[src/shared/dscp_pkg.sv]
package dscp_pkg;
	// Frame layout
	localparam int FRAME_BITS = 24;
	localparam int WORD_BITS = 16;
	localparam int ADDR_MSB = 23;
	localparam int ADDR_LSB = 16;
	localparam int SEL_MSB = 5;
	localparam logic [23:0] SREG_RESET = 24'h000000;
	localparam logic [15:0] REG_RESET = 16'h0000;
	localparam logic [7:0] RD_PAD = 8'h00;
	// Address codes of a frame
	localparam logic [7:0] CMD_NOP = 8'h00;
	localparam logic [7:0] CMD_DATA = 8'h01;
	localparam logic [7:0] CMD_READ = 8'h02;
	localparam logic [7:0] CMD_CTRL = 8'h55;
	localparam logic [7:0] CMD_RST = 8'h56;
	localparam logic [7:0] CMD_CFG = 8'h57;
	localparam logic [7:0] CMD_GAIN = 8'h58;
	localparam logic [7:0] CMD_OFFS = 8'h59;
	localparam logic [7:0] CMD_WDOG = 8'h95;
	// Readback select codes
	localparam logic [5:0] SEL_CFG = 6'h0b;
	localparam logic [5:0] SEL_GAIN = 6'h13;
	localparam logic [5:0] SEL_OFFS = 6'h17;
	localparam logic [1:0] SEL_STAT = 2'h0;
	localparam logic [1:0] SEL_DATA = 2'h1;
	localparam logic [1:0] SEL_CTRL = 2'h2;
	// Field positions
	localparam int CTRL_CHAIN_BIT = 3;
	localparam int RST_BIT = 0;
	// Link timing for the controller end
	localparam int PCLK_PERIOD_NS = 20;
	localparam int SCLK_PERIOD_NS = 160;
	localparam int SCLK_HALF_CYC = SCLK_PERIOD_NS / PCLK_PERIOD_NS / 2;
	localparam int LATCH_HIGH_CYC = 4;
	// Controller APB map
	localparam logic [3:0] APB_TX = 4'h0;
	localparam logic [3:0] APB_CTRL = 4'h4;
	localparam logic [3:0] APB_STAT = 4'h8;
	localparam logic [3:0] APB_RX = 4'hc;
	localparam int START_BIT = 0;
	localparam int BUSY_BIT = 0;
	localparam int DONE_BIT = 1;
	// Controller sequencer states
	typedef enum logic [3:0] {
		DSCP_IDLE = 4'b0001,
		DSCP_LOW = 4'b0010,
		DSCP_HIGH = 4'b0100,
		DSCP_LATCH = 4'b1000
	} dscp_state_t;
endpackage

[src/shared/dscp_if.sv]
`timescale 1ns/10ps
interface dscp_if;
	logic sclk; // Serial clock, made by the controller
	logic sdi; // Controller to device data
	logic latch; // Commit strobe, rising edge acts
	logic sdo; // Device to controller data
	modport host (output sclk, output sdi, output latch, input sdo);
	modport dev (input sclk, input sdi, input latch, output sdo);
endinterface

[src/dscp_device.sv]
`timescale 1ns/10ps
module dscp_device #(
	parameter int RES_BITS = 16
) (
	input wire logic pclk,
	input wire logic presetn,
	dscp_if.dev link,
	input wire logic [dscp_pkg::WORD_BITS-1:0] fault_status,
	output logic [dscp_pkg::WORD_BITS-1:0] output_data_word,
	output logic [dscp_pkg::WORD_BITS-1:0] output_control,
	output logic [dscp_pkg::WORD_BITS-1:0] output_configuration,
	output logic [dscp_pkg::WORD_BITS-1:0] gain_trim,
	output logic [dscp_pkg::WORD_BITS-1:0] offset_trim,
	output logic chain_mode_enable,
	output logic watchdog_restart,
	output logic soft_reset_pulse
);
	import dscp_pkg::*;

	// High bits that the narrow variant keeps
	localparam logic [15:0] RES_MASK =
		~((16'h0001 << (WORD_BITS - RES_BITS)) - 16'h0001);

	// Keep only the implemented resolution bits
	function automatic logic [15:0] res_trim(input logic [15:0] v);
		res_trim = v & RES_MASK;
	endfunction

	// Two-stage synchronisers; sclk and latch add one history stage
	logic sclk_m_r, sclk_s_r, sclk_d_r;
	logic sdi_m_r, sdi_s_r;
	logic lat_m_r, lat_s_r, lat_d_r;
	logic [23:0] sreg_r; // Input shift register
	logic rd_active_r; // Readback frame in progress
	logic sdo_r; // Serial output flop
	logic [15:0] data_r, ctrl_r, cfg_r, gain_r, offs_r;
	logic wdog_r, srst_r; // Command pulses

	// Link edges, seen only past the second stage
	wire sclk_rise = sclk_s_r & ~sclk_d_r;
	wire sclk_fall = ~sclk_s_r & sclk_d_r;
	wire commit = lat_s_r & ~lat_d_r;

	// Frame fields
	wire [7:0] cmd_addr = sreg_r[ADDR_MSB:ADDR_LSB];
	wire [15:0] cmd_word = sreg_r[WORD_BITS-1:0];
	wire [5:0] rd_sel = cmd_word[SEL_MSB:0];

	// Command decode on the strobe edge
	wire do_data = commit & (cmd_addr == CMD_DATA);
	wire do_ctrl = commit & (cmd_addr == CMD_CTRL);
	wire do_cfg = commit & (cmd_addr == CMD_CFG);
	wire do_gain = commit & (cmd_addr == CMD_GAIN);
	wire do_offs = commit & (cmd_addr == CMD_OFFS);
	wire do_read = commit & (cmd_addr == CMD_READ);
	wire do_wdog = commit & (cmd_addr == CMD_WDOG);
	// Reset register only acts, it keeps nothing
	wire do_srst = commit & (cmd_addr == CMD_RST)
		& cmd_word[RST_BIT];

	// Readback select: full codes first, then low two bits
	wire sel_cfg = (rd_sel == SEL_CFG);
	wire sel_gain = (rd_sel == SEL_GAIN);
	wire sel_offs = (rd_sel == SEL_OFFS);
	wire sel_stat = (rd_sel[1:0] == SEL_STAT);
	wire sel_data = (rd_sel[1:0] == SEL_DATA);
	wire sel_ctrl = (rd_sel[1:0] == SEL_CTRL);
	wire [15:0] rd_val =
		sel_cfg ? cfg_r :
		sel_gain ? res_trim(gain_r) :
		sel_offs ? res_trim(offs_r) :
		sel_stat ? fault_status :
		sel_data ? res_trim(data_r) :
		sel_ctrl ? ctrl_r :
		REG_RESET; // Unlisted select reads zero

	// Output drives the stream in chain mode or during readback
	wire sdo_live = ctrl_r[CTRL_CHAIN_BIT] | rd_active_r;

	// Synchronise the link pins into pclk
	always_ff @(posedge pclk or negedge presetn) begin
		if (!presetn) begin
			sclk_m_r <= 1'b0;
			sclk_s_r <= 1'b0;
			sclk_d_r <= 1'b0;
			sdi_m_r <= 1'b0;
			sdi_s_r <= 1'b0;
			lat_m_r <= 1'b0;
			lat_s_r <= 1'b0;
			lat_d_r <= 1'b0;
		end else begin
			sclk_m_r <= link.sclk;
			sclk_s_r <= sclk_m_r;
			sclk_d_r <= sclk_s_r;
			sdi_m_r <= link.sdi;
			sdi_s_r <= sdi_m_r;
			lat_m_r <= link.latch;
			lat_s_r <= lat_m_r;
			lat_d_r <= lat_s_r;
		end
	end

	// Shift register: reset and readback load beat shifting
	always_ff @(posedge pclk or negedge presetn) begin
		if (!presetn) begin
			sreg_r <= SREG_RESET;
		end else if (do_srst) begin
			sreg_r <= SREG_RESET;
		end else if (do_read) begin
			// Register lands at the top so it leaves first
			sreg_r <= {rd_val, RD_PAD};
		end else if (sclk_rise) begin
			// Strobe level does not gate shifting
			sreg_r <= {sreg_r[22:0], sdi_s_r};
		end
	end

	// Serial output changes on falling edges and on a readback commit
	always_ff @(posedge pclk or negedge presetn) begin
		if (!presetn) begin
			sdo_r <= 1'b0;
			rd_active_r <= 1'b0;
		end else begin
			// A readback frame lasts until the next commit
			if (commit) begin
				rd_active_r <= do_read;
			end
			if (do_read) begin
				sdo_r <= rd_val[WORD_BITS-1];
			end else if (sclk_fall) begin
				// Top bit is what the next rise pushes out
				sdo_r <= sdo_live & sreg_r[23];
			end
		end
	end

	// Register writes on commit; nop and readback store nothing
	always_ff @(posedge pclk or negedge presetn) begin
		if (!presetn) begin
			data_r <= REG_RESET;
			ctrl_r <= REG_RESET;
			cfg_r <= REG_RESET;
			gain_r <= REG_RESET;
			offs_r <= REG_RESET;
		end else if (do_srst) begin
			// Soft reset returns every register to default
			data_r <= REG_RESET;
			ctrl_r <= REG_RESET;
			cfg_r <= REG_RESET;
			gain_r <= REG_RESET;
			offs_r <= REG_RESET;
		end else begin
			if (do_data) begin
				data_r <= res_trim(cmd_word);
			end
			if (do_ctrl) begin
				ctrl_r <= cmd_word;
			end
			if (do_cfg) begin
				cfg_r <= cmd_word;
			end
			if (do_gain) begin
				gain_r <= res_trim(cmd_word);
			end
			if (do_offs) begin
				offs_r <= res_trim(cmd_word);
			end
		end
	end

	// One-cycle command pulses
	always_ff @(posedge pclk or negedge presetn) begin
		if (!presetn) begin
			wdog_r <= 1'b0;
			srst_r <= 1'b0;
		end else begin
			wdog_r <= do_wdog;
			srst_r <= do_srst;
		end
	end

	// All outputs come straight from flops
	assign link.sdo = sdo_r;
	assign output_data_word = data_r;
	assign output_control = ctrl_r;
	assign output_configuration = cfg_r;
	assign gain_trim = gain_r; // Unsigned
	assign offset_trim = offs_r; // Two's complement
	assign chain_mode_enable = ctrl_r[CTRL_CHAIN_BIT];
	assign watchdog_restart = wdog_r;
	assign soft_reset_pulse = srst_r;
endmodule // dscp_device

[src/flat_wrapper.sv]
// flat-port wrapper written by rule: the top's interface ports become plain ports
module dscp_device_flat import dscp_pkg::*;
#(
	parameter int RES_BITS = 16
)
  (pclk, presetn, fault_status, output_data_word, output_control, output_configuration, gain_trim, offset_trim, chain_mode_enable, watchdog_restart, soft_reset_pulse, link_sclk, link_sdi, link_latch, link_sdo);
  dscp_if link_i ();
  input wire logic pclk;
  input wire logic presetn;
  input wire logic [dscp_pkg::WORD_BITS-1:0] fault_status;
  output logic [dscp_pkg::WORD_BITS-1:0] output_data_word;
  output logic [dscp_pkg::WORD_BITS-1:0] output_control;
  output logic [dscp_pkg::WORD_BITS-1:0] output_configuration;
  output logic [dscp_pkg::WORD_BITS-1:0] gain_trim;
  output logic [dscp_pkg::WORD_BITS-1:0] offset_trim;
  output logic chain_mode_enable;
  output logic watchdog_restart;
  output logic soft_reset_pulse;
  input wire logic [$bits(link_i.sclk)-1:0] link_sclk;
  input wire logic [$bits(link_i.sdi)-1:0] link_sdi;
  input wire logic [$bits(link_i.latch)-1:0] link_latch;
  output wire logic [$bits(link_i.sdo)-1:0] link_sdo;
  assign link_i.sclk = link_sclk;
  assign link_i.sdi = link_sdi;
  assign link_i.latch = link_latch;
  assign link_sdo = link_i.sdo;
  dscp_device #(.RES_BITS(RES_BITS)) u_core (.pclk(pclk), .presetn(presetn), .link(link_i), .fault_status(fault_status), .output_data_word(output_data_word), .output_control(output_control), .output_configuration(output_configuration), .gain_trim(gain_trim), .offset_trim(offset_trim), .chain_mode_enable(chain_mode_enable), .watchdog_restart(watchdog_restart), .soft_reset_pulse(soft_reset_pulse));
endmodule
[config.mk]
export PLATFORM = sky130hd
export DESIGN_NAME = dscp_device_flat
export DESIGN_NICKNAME = d
export VERILOG_FILES = /design/src/shared/dscp_pkg.sv /design/src/shared/dscp_if.sv /design/src/dscp_device.sv /design/src/flat_wrapper.sv
export SDC_FILE = /design/constraint.sdc
export NUM_CORES = 1
export LEC_CHECK = 0
export BUFFER_PORTS_ARGS = -buffer_cell sky130_fd_sc_hd__buf_2
export CORE_ASPECT_RATIO = 0.7
export CORE_MARGIN = 5
export CORE_UTILIZATION = 45
export DETAILED_ROUTE_END_ITERATION = 10
export HOLD_SLACK_MARGIN = 0.05
export PLACE_DENSITY = 0.73
export SYNTH_ARGS = -nofsm -noshare
export SYNTH_HDL_FRONTEND = slang
export SYNTH_SLANG_ARGS = --single-unit
export TNS_END_PERCENT = 5
[constraint.sdc]
create_clock -name pclk -period 4.6 [get_ports pclk]
set_input_delay 0.92 -clock pclk [delete_from_list [all_inputs] [get_ports pclk]]
set_output_delay 0.92 -clock pclk [all_outputs]
set_load 0.02 [all_outputs]
# After elaboration in Yosys (flattened, before gate mapping)
# Index checks and enable logic that the tools add are counted.
[word_totals]
wordCells = 77
input_bits = 21
out_inout_bits = 84
regBits = 116
[classes]
n_reduce_logical = 8
n_eq_ne = 13
n_bitwise = 17
mux = 21
[op_table]
columns = ["op", "count"]
rows = [
  ["$mux W16", 16],
  ["$mux W24", 3],
  ["$eq A8 B7 Y1 const B", 5],
  ["$and A1 B1 Y1", 13],
  ["$eq A6 B5 Y1 const B", 2],
  ["$reduce_bool A2 Y1", 6],
  ["$eq A8 B1 Y1 const B", 1],
  ["$eq A8 B2 Y1 const B", 1],
  ["$eq A8 B8 Y1 const B", 1],
  ["$eq A6 B4 Y1 const B", 1],
  ["$not A1 Y1", 3],
  ["$reduce_bool A3 Y1", 1],
  ["$eq A2 B1 Y1 const B", 1],
  ["$eq A2 B2 Y1 const B", 1],
  ["$logic_not A2 Y1", 1],
  ["$mux W1", 2],
  ["$or A1 B1 Y1", 1],
]

# Logic depth before layout (Yosys ltp)
# Gate-level depths: netlist (run 1).
[logic_depth]
depth_word = 9
depth_mapped = 8
mapped_depth_nobuf = 5

# Worst setup path after synthesis (run 1)
# No wires, ideal clock.
[synth_timing]
path_type = "flip-flop to flip-flop"
startpoint = "reg u_core.sreg_r[23]"
endpoint = "reg u_core.cfg_r[10] (netlist: u_core.output_configuration[10])"
required_time_ps = 4479
path_stages_with_launch = 9
arrival_ps = 1690
setup_slack_ps = 2789
period_less_slack_ps = 1811
setup_ps = 121
n_path_buf = 3
cell_sequence = "dfrtp_1 and4bb_1 and3b_1 buf_4 and4_1 buf_6 buf_12 mux2i_1 nor2_1"
[synth_between]
elab_chain_cells = 4
elab_cells_between_ends = 7
cone_classes = "eq/ne: 2; mux: 1; bitwise: 3; reduce/logical: 1"
[synth_lines]
columns = ["item", "line", "text"]
rows = [
  ["start, declared", "dscp_device.sv:33", "logic [23:0] sreg_r;"],
  ["start signal, assigned", "dscp_device.sv:111", "sreg_r <= {rd_val, RD_PAD};"],
  ["start signal, assigned", "dscp_device.sv:114", "sreg_r <= {sreg_r[22:0], sdi_s_r};"],
  ["$eq A8 B7 Y1", "dscp_device.sv:58", "wire do_srst = commit & (cmd_addr == CMD_RST)"],
  ["$and A1 B1 Y1", "dscp_device.sv:58", ""],
  ["$and A1 B1 Y1", "dscp_device.sv:59", "& cmd_word[RST_BIT];"],
  ["$mux W16 or $reduce_bool A2 Y1 (tied branches)", "-", ""],
  ["end signal, assigned", "dscp_device.sv:160", "cfg_r <= cmd_word;"],
  ["end, declared", "dscp_device.sv:36", "logic [15:0] data_r, ctrl_r, cfg_r, gain_r, offs_r;"],
]
# Several ways; a longest one is shown, not always the timed one.
# A chain may end at the register's enable or synchronous reset.

# Worst setup path after layout (run 1)
[layout_timing]
startpoint = "reg u_core.sreg_r[21]"
endpoint = "reg u_core.offs_r[0] (netlist: u_core.offset_trim[0])"
[layout_between]
elab_chain_cells = 4
elab_cells_between_ends = 7
cone_classes = "eq/ne: 2; mux: 1; bitwise: 3; reduce/logical: 1"
[layout_lines]
columns = ["item", "line", "text"]
rows = [
  ["$eq A8 B7 Y1", "dscp_device.sv:58", ""],
  ["$and A1 B1 Y1", "dscp_device.sv:58", ""],
  ["$and A1 B1 Y1", "dscp_device.sv:59", ""],
  ["$mux W16 or $reduce_bool A2 Y1 (tied branches)", "-", ""],
  ["end signal, assigned", "dscp_device.sv:166", "offs_r <= res_trim(cmd_word);"],
  ["end, declared", "dscp_device.sv:36", ""],
]
# Several ways; a longest one is shown, not always the timed one.

==> impl_results.md, run 1 <==
- Residual DRC: 0
- RSZ-0062 raised after global routing: no
- Overall power: 2.70 mW
- Post-layout minimum cycle time: 3180 ps
- Syn Area/Cell: 10.2 um2
- Std cell rows: 34
- First-pass GRT wire length: 25.3 mm
- Area delta synth->final: 19.4%
- Clk root buf: clkbuf_16
- Dpl hpwl: 11.1 mm
- Tightest Hold Check Type: reg2reg
- Post-place instance area: 6110 um2
- Critical path startpoint category: flip-flop
- Most frequent cells in the layout: dfrtp_1 (116), nor2_1 (107), buf_2 (103)
- Clk buf depth: 2
- FF+latch count, synth: 116
- CTS H-Tree Depth: 4
- Relative slew slack: 0.218
- Commonest non-fill, non-tap cell in the layout: dfrtp_1
- Critical Path RT: 4880 ps
- Worst Hold Path Cells: 0
- WL final: 16.2 mm
- Clk slew on worst S/H paths: 50 ps
- Slew @ Worst Pin: 1170 ps
- Endpoints failing setup: 0
- Die X: 143 um
- FILL cells: 1065
- Count of TritonRoute iterations in the first routing pass: 6
- FF-to-FF path depth: 5
- Hold path startpoint: u_core.sclk_m_r
- Buffers on Ports: 104
- TritonCTS buffer count: 17
- Reg2Reg Launch Point: u_core.sreg_r[21]
- Routed Antenna Nets: 0
- Synth cell types: 38
- Critical path arrival: 3460 ps
- Cell area after layout: 6640 um2
- Largest net degree at the start of global routing: 68
- Seq/Total Area, Yosys: 0.522
- Ys Warns: 0
- Post-CTS sizing: 0
- Status: complete, no violations
- Drt wl/cell: 20.2 um
- Main synth FF type: dfrtp_1
- CTS Hold Bufs: 0
- ANT cells: 0
- Fin Setup TNS: 0 ps
- Multi-input logic area: 2400 um2
- Layout cells sized above 1: 0.234
- Max Freq: 314 MHz
- Clk_lat worst skew: 410 ps
- EDFF count, synth: 0
- Routability congestion estimate: 0.899
- Reg area: 2900 um2
- Gr usage total: 0.225
- Pleak: 3.77 nW
- Core area: 12300 um2
- Flop2flop setup slack: 1420 ps
- Final period util: 0.692
- Fin. max-slew vios: 0
- CTS tree: built
- Die footprint: 14700 um2
- Number of global-route vias before repair: 4608
- Crit Path Class: reg2reg
- Max IR drop VDD: 270 uV
- Crit-path max FO: 64
- Setup Skew: 5.15 ps
- P per Cell Area: 406 nW/um2
- DR iter-0 viols: 436
- Max-cap violations: 0
- Mapped Cells: 546
- Clk sinks: 116
- Final hold vios: 0
- Via count: 4694
- Global route overflow: 0
- I/O pins: 105
- Initial antenna violation count: 0
- Syn nets: 567
- Worst Setup End Kind: flip-flop
- Synth Cell Area: 5570 um2
- DR vias/cell: 5.85
- Post-CTS Setup Bufs: 0
- Die height: 103 um
- WHS Endpoint: u_core.sclk_s_r
- Final #Nets: 652
- Worst R2R End: u_core.offset_trim[0]
- Starting Density: 0.454
- Async SR Flop Fraction: 1.00
[layout make-up]
class,instances,area share
multi-input cells,380,0.361
clock inverters,6,0.00829
repair buffers,114,0.0900
clock buffers,23,0.0720
well taps,162,0.0305
flip-flops and latches,116,0.437
inverters,2,0.00113
[per-layer routing]
metal / GRT usage / vias to the layer above / wire, um
met3: 0.0519 / 35 / 1620
met2: 0.334 / 267 / 7080
met4: 0.0738 / 0 / 337
met1: 0.329 / 2309 / 7150
met5: 0 / - / 0
li1: - / 2083 / -
[cell usage after synthesis, types with 3 or more instances]
cell type	n	area share
dfrtp_1	116	0.52
nor2_1	107	0.072
mux2i_1	81	0.15
a21oi_1	41	0.037
nand2_1	40	0.027
buf_2	22	0.020
nand3_1	19	0.017
a221oi_1	17	0.027
clkbuf_1	15	0.010
a22o_1	14	0.022
a211oi_1	12	0.016
o21ai_0	12	0.011
and3_1	5	0.0056
nand2b_1	5	0.0056
buf_4	4	0.0054
buf_6	3	0.0061
nor2b_1	3	0.0034
[metrics by stage]
step | worst slack, ps | hold slack (ps) | cells | utilization
after floorplan | 2790 | 331 | 546 | -
after global placement | 1580 | 335 | 774 | 0.499
after detailed placement | 1460 | 340 | 774 | 0.499
after CTS | 1440 | 351 | 803 | 0.542
after global routing | 1180 | 354 | 803 | 0.542
final | 1420 | 348 | 803 | 0.542
[critical path: stages, from the launching register on]
cell      delay [ps]
dfrtp_1          440
and4bb_1         360
and3b_1          580
and3_2          1090
buf_4            460
nor2_1           100
[cell families after synthesis]
family | after synthesis | share of synthesized area
compound gates | 103 | 0.122
flops | 116 | 0.522
buf+inv | 50 | 0.0486
mux | 82 | 0.148
simple gates | 195 | 0.160
[power by group]
| part | internal [mW] | total, mW | switching, mW |
|---|---|---|---|
| logic | 0.122 | 0.286 | 0.164 |
| registers | 1.08 | 1.21 | 0.130 |
| clock network | 0.769 | 1.21 | 0.436 |
| total | 1.97 | 2.70 | 0.729 |
[sequential cells by signal, summed over array words and instances, names as in the netlist, 16 cells and up]
signal / cells
u_core.offset_trim: 16
u_core.output_control: 16
u_core.output_configuration: 16
u_core.output_data_word: 16
u_core.gain_trim: 16
u_core.sreg_r: 24
[how the worst max path moves through the flow]
stage                      startpoint                               to  slack [ps]
floorplan           u_core.sreg_r[23]  u_core.output_configuration[10]        2790
global placement    u_core.sreg_r[23]       u_core.output_data_word[1]        1580
detailed placement  u_core.sreg_r[21]            u_core.offset_trim[0]        1460
CTS                 u_core.sreg_r[21]            u_core.offset_trim[0]        1440
global route        u_core.sreg_r[21]            u_core.offset_trim[0]        1180
finish              u_core.sreg_r[21]            u_core.offset_trim[0]        1420
(Power assumes the default switching activity.)
==> inputs of run 2 (changes only) <==
Clock period 4.6 ns to 3.35 ns, I/O delays scaled along.
==> run 2 against run 1 <==
  * Combinational power is 40% higher
  * Critical path type unchanged
  * Clock skew is 2.5 ps higher
  * Sequential power is 36% higher
  * Clock-buffer cell count is 3 lower
  * Critical endpoint is now u_core.sreg_r[22]
  * Largest power group is now the clock network
==> impl_results.md, run 2 (same netlist as run 1, synthesis figures left out) <==
- Global route overflow: 0 (unchanged)
- DR vias/cell: 5.81 (-0.59%)
- Largest net degree at the start of global routing: 60 (-12%)
- Net Switching: 1.06 mW (+46%)
- CTS Hold Bufs: 0 (unchanged)
- Die height: 103 um (unchanged)
- Clk sinks: 116 (unchanged)
- Logic pwr share: 0.104 (-0.002)
- Int Pwr: 2.78 mW (+41%)
- Core area: 12300 um2 (unchanged)
- Max-cap violations: 0 (unchanged)
- Endpoints failing setup: 0 (unchanged)
- Drt wl/cell: 20.5 um (+1.9%)
- Number of flip-flops in the largest register: 24 (unchanged)
- Routability congestion estimate: 0.914 (+1.6%)
- WL final: 16.7 mm (+3.5%)
- Max Freq: 425 MHz (+35%)
- Number of global-route vias before repair: 4675 (+1.5%)
- Die footprint: 14700 um2 (unchanged)
- I/O pins: 105 (unchanged)
- Slew @ Worst Pin: 1060 ps (-104 ps)
- Count of TritonRoute iterations in the first routing pass: 4 (-2)
- Die X: 143 um (unchanged)
- Critical path arrival: 2650 ps (-810 ps)
- Fin Setup TNS: 0 ps (unchanged)
- Pleak: 3.82 nW (+1.5%)
- Starting Density: 0.454 (unchanged)
- Clk root buf: clkbuf_16
- Cell area after layout: 6780 um2 (+2.0%)
- FF-to-FF path depth: 6 (+1)
- CTS tree: built
- Final hold vios: 0 (unchanged)
- Post-place instance area: 6190 um2 (+1.3%)
- Reg2Reg Launch Point: u_core.sreg_r[2]
- Worst R2R End: u_core.sreg_r[22]
- Critical path startpoint category: flip-flop
- Fin. max-slew vios: 0 (unchanged)
- Crit-path max FO: 11 (-83%)
- Status: complete, no violations
- Buffers on Ports: 104 (unchanged)
- Relative slew slack: 0.291 (+0.0728)
- P per Cell Area: 567 nW/um2 (+40%)
- Initial antenna violation count: 0 (unchanged)
- Via count: 4736 (+0.89%)
- Most frequent cells in the layout: dfrtp_1 (116), nor2_1 (107), buf_2 (103)
- Post-CTS sizing: 0 (unchanged)
- Routed Antenna Nets: 0 (unchanged)
- Final period util: 0.703 (+0.0115)
- Layout cells sized above 1: 0.251 (+0.0171)
- Sequential share of power: 0.430 (-0.017)
- Commonest non-fill, non-tap cell in the layout: dfrtp_1
- Clk_lat worst skew: 420 ps (about the same)
- CTS H-Tree Depth: 4 (unchanged)
- Post-CTS Setup Bufs: 0 (unchanged)
- Final #Nets: 661 (+1.4%)
- Std cell rows: 34 (unchanged)
- TritonCTS buffer count: 17 (unchanged)
- First-pass GRT wire length: 26.1 mm (+3.2%)
- Overall power: 3.85 mW (+43%)
- Worst Setup End Kind: flip-flop
- Clock power frac: 0.466 (+0.019)
- Max IR drop VDD: 404 uV (+49%)
- Clk buf depth: 2 (unchanged)
- Gr usage total: 0.234 (+0.00861)
- DR iter-0 viols: 514 (+18%)
- Critical Path RT: 3650 ps (-1230 ps)
- Residual DRC: 0 (unchanged)
- Sw frac: 0.276 (+0.00619)
- Reg with most FFs: u_core.sreg_r
- Post-layout minimum cycle time: 2360 ps (-826 ps)
- RSZ-0062 raised after global routing: no
- ANT cells: 0 (unchanged)
- Area delta synth->final: 21.8%
- Clk slew on worst S/H paths: 50 ps (about the same)
- Dpl hpwl: 11.7 mm (+5.8%)
- Setup Skew: 7.70 ps (+2.55 ps)
- Flop2flop setup slack: 990 ps (-420 ps)
- Tightest Hold Check Type: in2async
- Crit Path Class: reg2reg
## run 2: cell type report
| cell class | instances | area (um2) |
|---|---|---|
| Clock inverter | 12 | 130 |
| Fill cell | 1054 | 5480 |
| Timing Repair Buffer | 123 | 678 |
| Multi-Input combinational cell | 380 | 2400 |
| Sequential cell | 116 | 2900 |
| Tap cell | 162 | 203 |
| Inverter | 2 | 7.51 |
| Clock buffer | 20 | 457 |
## run 2: critical path: stages, from the launching register on
cell and delay [ps]:
dfrtp_1 550, nand4bb_1 350, nor3b_2 560, buf_4 300
nor2b_1 160, o21ai_0 90, a22o_1 230
## run 2: power by group through the flow
stage / clock (mW) / sequential (mW) / combinational (mW)
6_report: 1.79 / 1.65 / 0.401
5_1_grt: 1.87 / 1.66 / 0.442
2_1_floorplan: 0 / 1.58 / 0.294
3_5_place_dp: 0 / 1.67 / 0.398
3_3_place_gp: 0 / 1.66 / 0.391
4_1_cts: 1.81 / 1.64 / 0.400
## run 2: stage by stage
step	std cells	util	setup slack (ps)	hold WS, ps
after global routing	815	0.553	887	350
after CTS	815	0.553	1040	349
after global placement	783	0.505	1100	336
after detailed placement	783	0.505	1060	336
final	815	0.553	994	331
after floorplan	546	-	1540	331
## run 2: worst max-delay path by stage
| stage | start | slack [ps] | to |
|---|---|---|---|
| 2_1_floorplan | u_core.sreg_r[23] | 1540 | u_core.output_configuration[10] |
| 5_1_grt | u_core.sreg_r[21] | 890 | u_core.sreg_r[23] |
| 3_3_place_gp | u_core.sreg_r[23] | 1100 | u_core.sreg_r[23] |
| 3_5_place_dp | u_core.sreg_r[23] | 1060 | u_core.sreg_r[23] |
| 4_1_cts | u_core.sreg_r[2] | 1040 | u_core.sreg_r[22] |
| 6_report | u_core.sreg_r[2] | 990 | u_core.sreg_r[22] |
## run 2: metal layers
metal,wire [um],part of all wire,vias up,global-route usage
met2,7330,0.44,260,0.341
met4,284,0.017,0,0.0694
li1,-,-,2114,-
met1,7490,0.45,2334,0.335
met3,1640,0.098,28,0.0742
met5,0,0,-,0
==> inputs of run 3 (changes only) <==
Clock period 3.35 ns to 2.45 ns, I/O delays scaled along.
==> run 3 against run 2 <==
  * Non-clock buffer count is 9 higher
  * Sequential power is 36% higher
  * Global-route usage is 0.89 points higher
  * Register-to-register slack worse by 710 ps
  * Routed wire length is 3.3% higher
  * Die area stayed put
  * Fmax is 8.7% higher
  * Worst hold slack worse by 150 ps
  * Combinational power is 51% higher
  * Critical path type unchanged
==> impl_results.md, run 3 (same netlist as run 1, synthesis figures left out) <==
- Crit-path max FO: 22 (+11)
- Final #Nets: 670 (+1.4%)
- TritonCTS buffer count: 17 (unchanged)
- Max-cap violations: 0 (unchanged)
- Layout cells sized above 1: 0.259 (+0.00755)
- ANT cells: 0 (unchanged)
- Routed Antenna Nets: 0 (unchanged)
- Clk slew on worst S/H paths: 50 ps (about the same)
- Max Freq: 461 MHz (+8.7%)
- Worst Hold Path Cells: 1
- Flop2flop setup slack: 280 ps (-710 ps)
- Count of TritonRoute iterations in the first routing pass: 5 (+1)
- Global route overflow: 0 (unchanged)
- Slew @ Worst Pin: 1130 ps (+62.9 ps)
- Routability congestion estimate: 0.905 (-0.97%)
- Reg with most FFs: u_core.sreg_r
- DR vias/cell: 5.92 (+1.9%)
- RSZ-0062 raised after global routing: no
- Status: complete, no violations
- Residual DRC: 0 (unchanged)
- Critical path startpoint category: flip-flop
- I/O pins: 105 (unchanged)
- Initial antenna violation count: 0 (unchanged)
- Clk buf depth: 2 (unchanged)
- Gr usage total: 0.243 (+0.00893)
- Clk_lat worst skew: 420 ps (about the same)
- Number of flip-flops in the largest register: 24 (unchanged)
- Tightest Hold Check Type: in2reg
- First-pass GRT wire length: 26.9 mm (+3.1%)
- CTS H-Tree Depth: 4 (unchanged)
- Commonest non-fill, non-tap cell in the layout: dfrtp_1
- Max IR drop VDD: 529 uV (+31%)
- Die height: 103 um (unchanged)
- Starting Density: 0.454 (unchanged)
- Sequential share of power: 0.421 (-0.009)
- Met3 Use GR: 0.0626 (-0.0116)
- Sw frac: 0.270 (-0.00607)
- CTS Hold Bufs: 1 (+1)
- Worst Setup End Kind: flip-flop
- Relative slew slack: 0.246 (-0.0447)
- Post-layout minimum cycle time: 2170 ps (-188 ps)
- Global routing's busiest layer: met2
- Fin. max-slew vios: 0 (unchanged)
- Most frequent cells in the layout: dfrtp_1 (116), nor2_1 (107), buf_2 (103)
- Post-CTS sizing: 0 (unchanged)
- Die X: 143 um (unchanged)
- Area delta synth->final: 23.4%
- Pleak: 3.89 nW (+1.6%)
- Net Switching: 1.44 mW (+36%)
- Final WS setup: 283 ps (-712 ps)
- FF-to-FF path depth: 5 (-1)
- Final hold vios: 0 (unchanged)
- Critical Path RT: 2790 ps (-860 ps)
- Final period util: 0.885 (+0.181)
- Buffers on Ports: 104 (unchanged)
- Clk root buf: clkbuf_16
- Place WS: 358 ps (-700 ps)
- Endpoints failing setup: 0 (unchanged)
- Die footprint: 14700 um2 (unchanged)
- Largest net degree at the start of global routing: 47 (-22%)
- P per Cell Area: 777 nW/um2 (+37%)
- CTS tree: built
- Met1 Use GR: 0.350 (+0.0149)
- Fin Setup TNS: 0 ps (unchanged)
- Clk sinks: 116 (unchanged)
- Post-CTS Setup Bufs: 0 (unchanged)
- Drt wl/cell: 21.0 um (+2.3%)
- Via count: 4875 (+2.9%)
- DR iter-0 viols: 564 (+9.7%)
- GR Layer Usage met2: 0.351 (+0.00974)
- Logic pwr share: 0.113 (+0.009)
- Critical path arrival: 2510 ps (-140 ps)
- Dpl hpwl: 12.2 mm (+3.9%)
- Number of global-route vias before repair: 4768 (+2.0%)
- Setup Skew: 8.60 ps (+0.900 ps)
- Clock power frac: 0.466 (about the same)
- Crit Path Class: reg2reg
- Int Pwr: 3.90 mW (+40%)
- Core area: 12300 um2 (unchanged)
- WL final: 17.3 mm (+3.3%)
- Std cell rows: 34 (unchanged)
==> run 3: changes by cell type in the layout (fill, tap and decap cells not counted) <==
cell / previous run / this run
buf_4: 19 / 26
buf_12: 1 / 2
inv_6: 1 / 0
clkbuf_8: 2 / 5
clkinvlp_4: 5 / 2
dlygate4sd3_1: 0 / 1
==> run 3: routing by layer <==
layer	part of all wire	vias up
met4	0.023	0
li1	-	2131
met3	0.10	38
met1	0.44	2400
met5	0	-
met2	0.44	306
==> run 3: cell type report <==
type | instances | area (um2)
clock buffer | 23 | 498
clock inverter | 8 | 98.8
fill | 1087 | 5380
inverter | 2 | 7.51
multi-input combinational | 380 | 2400
sequential | 116 | 2900
tap | 162 | 203
timing repair buffer | 132 | 761
==> run 3: path summary, 6_finish.rpt <==
kind / from / to
worst max-delay path: u_core.sreg_r[0] / u_core.sreg_r[17]
worst min-delay path: link_sdi / u_core.sdi_m_r
worst max register to register: u_core.sreg_r[0] / u_core.sreg_r[17]
worst min register to register: u_core.lat_m_r / u_core.lat_s_r
max in group asynchronous: presetn / u_core.output_configuration[6]
min in group asynchronous: presetn / u_core.sreg_r[22]
==> run 3: metrics by stage <==
step,instances,cell area [um2],utilization,hold slack [ps],total power [mW]
after detailed placement,791,6260,0.511,337,2.86
after CTS,823,6870,0.561,172,5.34
final,823,6870,0.561,182,5.34
after floorplan,546,5570,-,194,2.57
after global placement,791,6260,0.511,337,2.84
after global routing,823,6870,0.561,169,5.50
==> run 3: worst max-delay path, stage by stage, from the launching register on <==
cell and delay, ps:
dfrtp_1 450, buf_4 250, nand4b_1 120, a21boi_0 120
nor2_1 870, a22o_1 290
==> run 3: power by group through the flow <==
stage,Sequential [mW],Clock [mW],Combinational [mW]
5_1_grt,2.25,2.59,0.661
4_1_cts,2.23,2.50,0.605
6_report,2.25,2.49,0.605
2_1_floorplan,2.16,0,0.403
3_3_place_gp,2.25,0,0.583
3_5_place_dp,2.26,0,0.599
